**config.mk**
```make
export PLATFORM = sky130hd
export DESIGN_NAME = odc_cmd_port
export DESIGN_NICKNAME = d
export VERILOG_FILES = /design/src/hw/odc_pkg.sv /design/src/hw/odc_cmd_port.sv /design/src/hw/odc_pin_sync.sv
export SDC_FILE = /design/constraint.sdc
export NUM_CORES = 1
export LEC_CHECK = 0
export BUFFER_PORTS_ARGS = -buffer_cell sky130_fd_sc_hd__buf_2
export CELL_PAD_IN_SITES_DETAIL_PLACEMENT = 0
export CELL_PAD_IN_SITES_GLOBAL_PLACEMENT = 1
export CORE_MARGIN = 2
export CORE_UTILIZATION = 35
export CTS_BUF_LIST = sky130_fd_sc_hd__clkbuf_4 sky130_fd_sc_hd__clkbuf_8
export DETAILED_ROUTE_END_ITERATION = 6
export HOLD_SLACK_MARGIN = 0.08
export PLACE_DENSITY_LB_ADDON = 0.1
export SLEW_MARGIN = 10
export SYNTH_ARGS = -nofsm -noshare
export SYNTH_HDL_FRONTEND = slang
export SYNTH_SLANG_ARGS = --single-unit
```
**constraint.sdc**
```tcl
create_clock -name core_clk -period 2 [get_ports core_clk]
set_clock_uncertainty 0.2 [all_clocks]
set_input_delay 0.4 -clock core_clk [delete_from_list [all_inputs] [get_ports core_clk]]
set_output_delay 0.4 -clock core_clk [all_outputs]
set_load 0.01 [all_outputs]
```
**src/hw/odc_pkg.sv**
```systemverilog
// Summary of operation
// - Acknowledge a matching address and each byte after it; 36 clocks for first update.
// - Apply update at falling edge after low-byte acknowledge.
// - Last command byte repeats for further data pairs.
// - Repeated update takes exactly 18 bus clocks.
// - Stop releases bus, drops command, awaits start.
// - Address prefix 1001, least bit is direction.
// - Three address bits from straps, resampled each time.
// - Two-strap table maps pin pairs to addresses.
// - Single strap gives 000, 010 or 100.
// - Split command byte into command and access nibbles.
// - Channel write commands 0000 to 0011 decoded.
// - Commands 0100 to 0111 ignore access nibble.
// - Read commands choose which register returns.
// - Access 0000-0111 selects channel, 1111 all.
// - High byte is bits 15:8, MSB first.
// - Data left-justified, unused low bits ignored.
// - Broadcast address 1000111 answered for writes only.
// - Read: write command, repeated start, two bytes back.
package odc_pkg;

  // ----------------------------------------
  // Constants
  // ----------------------------------------
  localparam logic [3:0] ADDR_PREFIX   = 4'h9;
  localparam logic [6:0] BCAST_ADDR    = 7'h47;
  localparam logic [3:0] ACCESS_ALL    = 4'hF;
  localparam logic [3:0] BITS_PER_BYTE = 4'h8;
  localparam logic [3:0] TX_LAST_BIT   = 4'h7;
  localparam logic [5:0] SYNC_INIT     = 6'h03;
  localparam logic [3:0] CMD_WR_IN     = 4'h0;
  localparam logic [3:0] CMD_UPD       = 4'h1;
  localparam logic [3:0] CMD_WR_UPD_ALL = 4'h2;
  localparam logic [3:0] CMD_WR_UPD    = 4'h3;
  localparam logic [3:0] CMD_POWER     = 4'h4;
  localparam logic [3:0] CMD_CLEAR     = 4'h5;
  localparam logic [3:0] CMD_LOADCTL   = 4'h6;
  localparam logic [3:0] CMD_RESET     = 4'h7;

  // ----------------------------------------
  // Types
  // ----------------------------------------
  typedef enum logic [3:0] {
    OP_WR_IN, OP_UPD, OP_WR_UPD_ALL, OP_WR_UPD, OP_POWER,
    OP_CLEAR, OP_LOADCTL, OP_RESET, OP_INVALID
  } odc_op_type;

  typedef enum logic [2:0] {
    RD_IN, RD_OUT, RD_POWER, RD_CLEAR, RD_LOADCTL, RD_INVALID
  } odc_rsel_type;

  typedef struct packed {
    odc_op_type   op;
    odc_rsel_type rsel;
    logic [7:0]   mask;
  } odc_dec_type;

  typedef struct packed {
    odc_op_type op;
    logic [7:0] mask;
    logic [15:0] data;
  } odc_upd_type;

  typedef struct packed {
    logic strap1_float;
    logic strap1;
    logic strap0_float;
    logic strap0;
    logic sda;
    logic scl;
  } odc_pins_type;

endpackage

```
**src/hw/odc_cmd_port.sv**
```systemverilog
`timescale 1ns/1ps
module odc_cmd_port #(
  parameter bit TWO_STRAP = 1'b1,
  parameter int DATA_BITS = 12
) (
  input  wire logic                     core_clk,
  input  wire logic                     resetn,
  input  wire logic                     scl_in,
  input  wire logic                     sda_in,
  output logic                          sda_out,
  output logic                          sda_oe,
  input  wire logic                     strap0,
  input  wire logic                     strap0_float,
  input  wire logic                     strap1,
  input  wire logic                     strap1_float,
  input  wire logic [15:0]              rd_data,
  output logic                          upd_valid,
  output odc_pkg::odc_upd_type          upd,
  output logic [DATA_BITS-1:0]          upd_code,
  output logic [7:0]                    command_access_byte,
  output odc_pkg::odc_dec_type          ca_dec
);

  // ----------------------------------------
  // State
  // ----------------------------------------
  typedef enum logic [2:0] {PH_IDLE, PH_RX, PH_RX_ACK, PH_TX, PH_TX_ACK, PH_IGNORE} odc_phase_type;
  typedef enum logic [1:0] {RO_ADDR, RO_CA, RO_HIGH, RO_LOW} odc_role_type;

  typedef struct packed {
    odc_phase_type        phase;
    odc_role_type         role;
    logic [3:0]           cnt;
    logic [7:0]           shift;
    logic                 rw;
    logic [7:0]           ca;
    odc_pkg::odc_dec_type dec;
    logic                 ca_valid;
    logic [7:0]           high;
    logic [15:0]          txbuf;
    logic                 mack;
    logic                 scl_q;
    logic                 sda_q;
    logic                 oe;
    logic                 upd_valid;
    odc_pkg::odc_upd_type upd;
  } odc_state_type;

  localparam odc_state_type STATE_RESET = '{
    phase: PH_IDLE, role: RO_ADDR, cnt: 4'h0, shift: 8'h00, rw: 1'b0, ca: 8'h00,
    dec: '{op: odc_pkg::OP_INVALID, rsel: odc_pkg::RD_INVALID, mask: 8'h00},
    ca_valid: 1'b0, high: 8'h00, txbuf: 16'h0000, mack: 1'b0, scl_q: 1'b1, sda_q: 1'b1,
    oe: 1'b0, upd_valid: 1'b0,
    upd: '{op: odc_pkg::OP_INVALID, mask: 8'h00, data: 16'h0000}
  };

  odc_state_type        st_reg;
  odc_state_type        st_next;
  odc_pkg::odc_pins_type pins;
  logic [5:0]           pins_q;

  // ----------------------------------------
  // Pin synchronisers
  // ----------------------------------------
  odc_pin_sync #(
    .W    (6),
    .INIT (odc_pkg::SYNC_INIT)
  ) u_sync (
    .core_clk (core_clk),
    .resetn   (resetn),
    .d        ({strap1_float, strap1, strap0_float, strap0, sda_in, scl_in}),
    .q        (pins_q)
  );

  assign pins = odc_pkg::odc_pins_type'(pins_q);

  // ----------------------------------------
  // Decoding functions
  // ----------------------------------------
  function automatic logic [3:0] strap_addr(input odc_pkg::odc_pins_type p);
    logic [3:0] r;
    r = 4'h0;
    if (TWO_STRAP) begin
      if (p.strap1_float && p.strap0_float) begin
        r = 4'h0;
      end else if (p.strap1_float) begin
        r = {1'b1, 2'b10, p.strap0};
      end else if (p.strap0_float) begin
        r = {1'b1, 2'b11, p.strap1};
      end else begin
        r = {1'b1, 1'b0, p.strap1, p.strap0};
      end
    end else begin
      if (p.strap0_float) begin
        r = 4'hC;
      end else if (p.strap0) begin
        r = 4'hA;
      end else begin
        r = 4'h8;
      end
    end
    return r;
  endfunction

  function automatic odc_pkg::odc_dec_type decode_ca(input logic [7:0] b);
    odc_pkg::odc_dec_type d;
    logic [3:0]           cmd;
    logic [3:0]           acc;
    cmd = b[7:4];
    acc = b[3:0];
    d.op   = odc_pkg::OP_INVALID;
    d.rsel = odc_pkg::RD_INVALID;
    d.mask = 8'h00;
    if (acc == odc_pkg::ACCESS_ALL) begin
      d.mask = 8'hFF;
    end else if (!acc[3]) begin
      d.mask = 8'(8'h01 << acc[2:0]);
    end
    unique case (cmd)
      odc_pkg::CMD_WR_IN:      d.op = odc_pkg::OP_WR_IN;
      odc_pkg::CMD_UPD:        d.op = odc_pkg::OP_UPD;
      odc_pkg::CMD_WR_UPD_ALL: d.op = odc_pkg::OP_WR_UPD_ALL;
      odc_pkg::CMD_WR_UPD:     d.op = odc_pkg::OP_WR_UPD;
      odc_pkg::CMD_POWER:      d.op = odc_pkg::OP_POWER;
      odc_pkg::CMD_CLEAR:      d.op = odc_pkg::OP_CLEAR;
      odc_pkg::CMD_LOADCTL:    d.op = odc_pkg::OP_LOADCTL;
      odc_pkg::CMD_RESET:      d.op = odc_pkg::OP_RESET;
      default:                 d.op = odc_pkg::OP_INVALID;
    endcase
    unique case (cmd)
      odc_pkg::CMD_WR_IN:   d.rsel = odc_pkg::RD_IN;
      odc_pkg::CMD_UPD:     d.rsel = odc_pkg::RD_OUT;
      odc_pkg::CMD_POWER:   d.rsel = odc_pkg::RD_POWER;
      odc_pkg::CMD_CLEAR:   d.rsel = odc_pkg::RD_CLEAR;
      odc_pkg::CMD_LOADCTL: d.rsel = odc_pkg::RD_LOADCTL;
      default:              d.rsel = odc_pkg::RD_INVALID;
    endcase
    if (!cmd[2] && d.mask == 8'h00) begin
      d.op   = odc_pkg::OP_INVALID;
      d.rsel = odc_pkg::RD_INVALID;
    end
    if (cmd[2]) begin
      d.mask = 8'h00;
    end
    return d;
  endfunction

  // ----------------------------------------
  // Next state
  // ----------------------------------------
  always_comb begin
    logic       rise;
    logic       fall;
    logic       start;
    logic       stop;
    logic       ack;
    logic [3:0] sa;
    rise  = pins.scl & ~st_reg.scl_q;
    fall  = ~pins.scl & st_reg.scl_q;
    start = st_reg.scl_q & pins.scl & st_reg.sda_q & ~pins.sda;
    stop  = st_reg.scl_q & pins.scl & ~st_reg.sda_q & pins.sda;
    sa    = strap_addr(pins);
    ack   = 1'b0;
    st_next           = st_reg;
    st_next.scl_q     = pins.scl;
    st_next.sda_q     = pins.sda;
    st_next.upd_valid = 1'b0;
    if (start) begin
      st_next.phase = PH_RX;
      st_next.role  = RO_ADDR;
      st_next.cnt   = 4'h0;
      st_next.oe    = 1'b0;
    end else if (stop) begin
      st_next.phase    = PH_IDLE;
      st_next.oe       = 1'b0;
      st_next.ca_valid = 1'b0;
    end else begin
      unique case (st_reg.phase)
        PH_IDLE, PH_IGNORE: begin
          st_next.oe = 1'b0;
        end
        PH_RX: begin
          if (rise) begin
            st_next.shift = {st_reg.shift[6:0], pins.sda};
            st_next.cnt   = 4'(st_reg.cnt + 4'h1);
          end else if (fall && st_reg.cnt == odc_pkg::BITS_PER_BYTE) begin
            if (st_reg.role == RO_ADDR) begin
              ack = (st_reg.shift[7:4] == odc_pkg::ADDR_PREFIX && sa[3] &&
                     st_reg.shift[3:1] == sa[2:0]) ||
                    (st_reg.shift[7:1] == odc_pkg::BCAST_ADDR && !st_reg.shift[0]);
              st_next.rw = st_reg.shift[0];
            end else begin
              ack = 1'b1;
            end
            st_next.phase = ack ? PH_RX_ACK : PH_IGNORE;
            st_next.oe    = ack;
          end
        end
        PH_RX_ACK: begin
          if (fall) begin
            st_next.oe    = 1'b0;
            st_next.cnt   = 4'h0;
            st_next.phase = PH_RX;
            unique case (st_reg.role)
              RO_ADDR: begin
                if (st_reg.rw) begin
                  st_next.phase = PH_TX;
                  st_next.role  = RO_HIGH;
                  st_next.txbuf = rd_data;
                  st_next.oe    = ~rd_data[15];
                end else begin
                  st_next.role = RO_CA;
                end
              end
              RO_CA: begin
                st_next.ca       = st_reg.shift;
                st_next.dec      = decode_ca(st_reg.shift);
                st_next.ca_valid = 1'b1;
                st_next.role     = RO_HIGH;
              end
              RO_HIGH: begin
                st_next.high = st_reg.shift;
                st_next.role = RO_LOW;
              end
              RO_LOW: begin
                st_next.upd_valid = st_reg.ca_valid;
                st_next.upd.op    = st_reg.dec.op;
                st_next.upd.mask  = st_reg.dec.mask;
                st_next.upd.data  = {st_reg.high, st_reg.shift};
                st_next.role      = RO_HIGH;
              end
            endcase
          end
        end
        PH_TX: begin
          if (fall) begin
            st_next.txbuf = {st_reg.txbuf[14:0], 1'b0};
            if (st_reg.cnt == odc_pkg::TX_LAST_BIT) begin
              st_next.oe    = 1'b0;
              st_next.phase = PH_TX_ACK;
            end else begin
              st_next.cnt = 4'(st_reg.cnt + 4'h1);
              st_next.oe  = ~st_reg.txbuf[14];
            end
          end
        end
        PH_TX_ACK: begin
          if (rise) begin
            st_next.mack = ~pins.sda;
          end else if (fall) begin
            st_next.cnt = 4'h0;
            if (!st_reg.mack) begin
              st_next.phase = PH_IGNORE;
            end else if (st_reg.role == RO_HIGH) begin
              st_next.phase = PH_TX;
              st_next.role  = RO_LOW;
              st_next.oe    = ~st_reg.txbuf[15];
            end else begin
              st_next.phase = PH_TX;
              st_next.role  = RO_HIGH;
              st_next.txbuf = rd_data;
              st_next.oe    = ~rd_data[15];
            end
          end
        end
      endcase
    end
  end

  always_ff @(posedge core_clk or negedge resetn) begin
    if (!resetn) begin
      st_reg <= STATE_RESET;
    end else begin
      st_reg <= st_next;
    end
  end

  // ----------------------------------------
  // Outputs
  // ----------------------------------------
  assign sda_out             = 1'b0;
  assign sda_oe              = st_reg.oe;
  assign upd_valid           = st_reg.upd_valid;
  assign upd                 = st_reg.upd;
  assign upd_code            = st_reg.upd.data[15 -: DATA_BITS];
  assign command_access_byte = st_reg.ca;
  assign ca_dec              = st_reg.dec;

endmodule

```
**src/hw/odc_pin_sync.sv**
```systemverilog
`timescale 1ns/1ps
module odc_pin_sync #(
  parameter int         W    = 6,
  parameter logic [W-1:0] INIT = '0
) (
  input  wire logic         core_clk,
  input  wire logic         resetn,
  input  wire logic [W-1:0] d,
  output logic      [W-1:0] q
);

  logic [W-1:0] ff1_reg;
  logic [W-1:0] ff2_reg;
  logic [W-1:0] ff3_reg;

  // ----------------------------------------
  // Three stages, change taken when two agree
  // ----------------------------------------
  always_ff @(posedge core_clk or negedge resetn) begin
    if (!resetn) begin
      ff1_reg <= INIT;
      ff2_reg <= INIT;
      ff3_reg <= INIT;
      q       <= INIT;
    end else begin
      ff1_reg <= d;
      ff2_reg <= ff1_reg;
      ff3_reg <= ff2_reg;
      for (int i = 0; i < W; i++) begin
        if (ff2_reg[i] == ff3_reg[i]) begin
          q[i] <= ff3_reg[i];
        end
      end
    end
  end

endmodule

```
==> flow_summary.ini <==
[run_status]
outcome = completed

[route]
wl_per_cell_um = 15.0
final_antenna_net_count = 0
dr_total_vias = 3785
viasPerCell = 4.67
drcViolationCount = 0
wl_um = 12100
drtIter0Drc = 117
drt-pass1-iter-count = 4

[place]
port_buffers = 88
post-dp-hpwl_um = 8400
dpl_cell_area_mm2 = 0.00611
place_congestion = 0.821

[pwr]
irDropWorstVdd_uv = 382
power_leakage_uw = 0.00330
powerDensity_mw_per_mm2 = 956

[global_routing]
first_global_vias = 3698
antenna_found_initial = 0
gr-total-overflow = 0
grt_start_max_net_pins = 38
grt_usage = 0.153
grt_pass1_wl_um = 19800

[timing]
maxSlewViolCount = 0
setup_tns_ns = 0
rsz0062_at_grt = yes
min_period_over_period = 0.994
period_minus_slack_ns = 1.99
fmax_mhz = 503
finalHoldViolCount = 0
holdWs_ns = 0.105
finalSetupViolations = 0

[final_layout]
largest_reg_flops = 46
area_growth_pct = 20.4
final_area_mm2 = 0.00680
final_cell_mix = 108 x dfrtp_1, 87 x buf_2, 35 x nand2_1
drive_above_1_share = 0.357
antenna_cells = 0
final_common_cell = dfrtp_1
post-route-util = 0.430
nNetsFinal = 610

[floorplanning]
core_area_mm2 = 0.0158
io_pins = 90
rows = 46
die-area_mm2 = 0.0172
start_util = 0.357
fp.dieH_um = 131
die_w_um = 131

[clock_network]
h-tree-depth = 4
cts_buffers = 17
insertion_delay_ns = 0.43
cts-root-buf = clkbuf_8
clk_pin_slew_worst_paths_ns = 0.07
cts_tree = done
cts_sinks = 123
ctsLongestPathBuffers = 2

[yosys]
synth_mux_area_frac = 0.0933
synth-seq-cells = 123
synth_warnings = 0
syn-num-nets = 533
syn_avg_cell_area_um2 = 11.2
synth_compound_area_frac = 0.112
synth_cells = 506
syn_area_mm2 = 0.00565
synth_top_family_by_area = buffers and inverters
synth_fa_ha_area_frac = 0.0173
synth_xor_area_frac = 0.00930
synthSimpleGateAreaFrac = 0.107
synth_seq_area_share = 0.548
synth_enable_flop_cells = 0
ys.flop_type = dfrtp_1
async_reset_ff_frac = 1.00
synth_cell_type_count = 55

[setup_path]
slowest_delay_ns = 0.40
crit_type = register to register
worstPathCellList = ha_1 -> xnor2_1 -> nand4b_1 -> o211ai_1 -> nand4_1 -> a32o_1
critPathBufInv = 0
cp_max_fo = 4
critPathCaptureType = register
slowest_stage = dfrtp_1
cp.arrival_ns = 2.10
crit_required_ns = 2.11
critPathTopFamily = compound AO/OA/AOI/OAI gates
startpoint_type = register

[job]
maxCapViolCount = 0

[hold_path]
hold_path_class = input port to register
[tightest hold or removal path, stage by stage]
cell and delay, ns:
buf_2 0.09, a22oi_1 0.06, a21oi_1 0.13
[repair_timing]
action | CTS | global route
hold endpoints to repair | 104 | 0
hold buffers | 18 | 0
pin swaps | 1 | 7
buffers inserted | 0 | 5
setup endpoints to repair | 6 | 48
gates resized for setup | 2 | 17
[per-stage QoR]
step | worst slack (ns) | std cells | total power (uW)
after floorplan | 0.0784 | 506 | 3600
after global placement | 0.0160 | 757 | 4170
after detailed placement | -0.0480 | 757 | 4190
after CTS | -0.0133 | 805 | 6540
after global routing | -0.0872 | 810 | 6930
final | 0.0123 | 810 | 6500
[cell type report]
cell class              instances  area [um^2]
well taps                     216          270
clock inverters                 8          118
clock buffers                  22          290
inverters                      11         41.3
multi-input cells             283         1980
repair buffers                147         1000
fillers                      1543         9020
flip-flops and latches        123         3100
[report_power, final]
part | leakage (uW) | switching [uW] | internal, uW | total (uW)
combinational | 0.00156 | 760 | 613 | 1370
clock | 0.000213 | 937 | 1340 | 2280
sequential | 0.00153 | 203 | 2650 | 2860
[cell usage after synthesis, drive strengths merged, types with 3 or more instances]
| library cell | n | area share |
|---|---|---|
| a211oi | 4 | 0.0062 |
| a21oi | 25 | 0.022 |
| a22oi | 15 | 0.020 |
| a31oi | 4 | 0.0044 |
| and2 | 5 | 0.0060 |
| and3 | 4 | 0.0044 |
| buf | 78 | 0.098 |
| clkbuf | 11 | 0.0073 |
| dfrtp | 109 | 0.48 |
| dfstp | 14 | 0.065 |
| ha | 3 | 0.0066 |
| inv | 11 | 0.0073 |
| maj3 | 6 | 0.011 |
| mux2 | 45 | 0.090 |
| nand2 | 35 | 0.023 |
| nand2b | 6 | 0.0071 |
| nand3 | 18 | 0.016 |
| nand3b | 3 | 0.0047 |
| nand4b | 3 | 0.0047 |
| nor2 | 29 | 0.020 |
| nor2b | 5 | 0.0055 |
| nor3 | 7 | 0.0082 |
| o211ai | 3 | 0.0040 |
| o21ai | 33 | 0.029 |
| xnor2 | 4 | 0.0062 |
[layer usage]
layer,up-vias,routed length [um],global-route usage
li1,1846,-,-
met1,1861,5770,0.205
met2,67,5770,0.237
met3,11,427,0.0444
met4,0,156,0.0563
met5,-,0,0
[path summary, 6_finish.rpt]
path	from	to	depth (start not counted)	slack, ns
worst max register to register	u_sync.q[5]	st_reg[98]	6	0.01
min in group asynchronous	resetn	u_sync.q[2]	2	0.24
worst min-delay path	rd_data[11]	st_reg[44]	3	0.10
worst min register to register	u_sync.ff1_reg[4]	u_sync.ff2_reg[4]	0	0.15
worst max-delay path	u_sync.q[5]	st_reg[98]	6	0.01
max in group asynchronous	resetn	ca_dec[1]	3	0.72
[kinds of logic (layout without fill, tap and decap cells)]
family,Yosys count,count (layout)
flops,123,123
simple gates,120,120
compound gates,100,100
buf+inv,100,188
mux,47,47
fa+ha+maj,9,9
xor+xnor,6,6
other cells,1,1
Note: power is estimated with default switching activity, not from simulation.
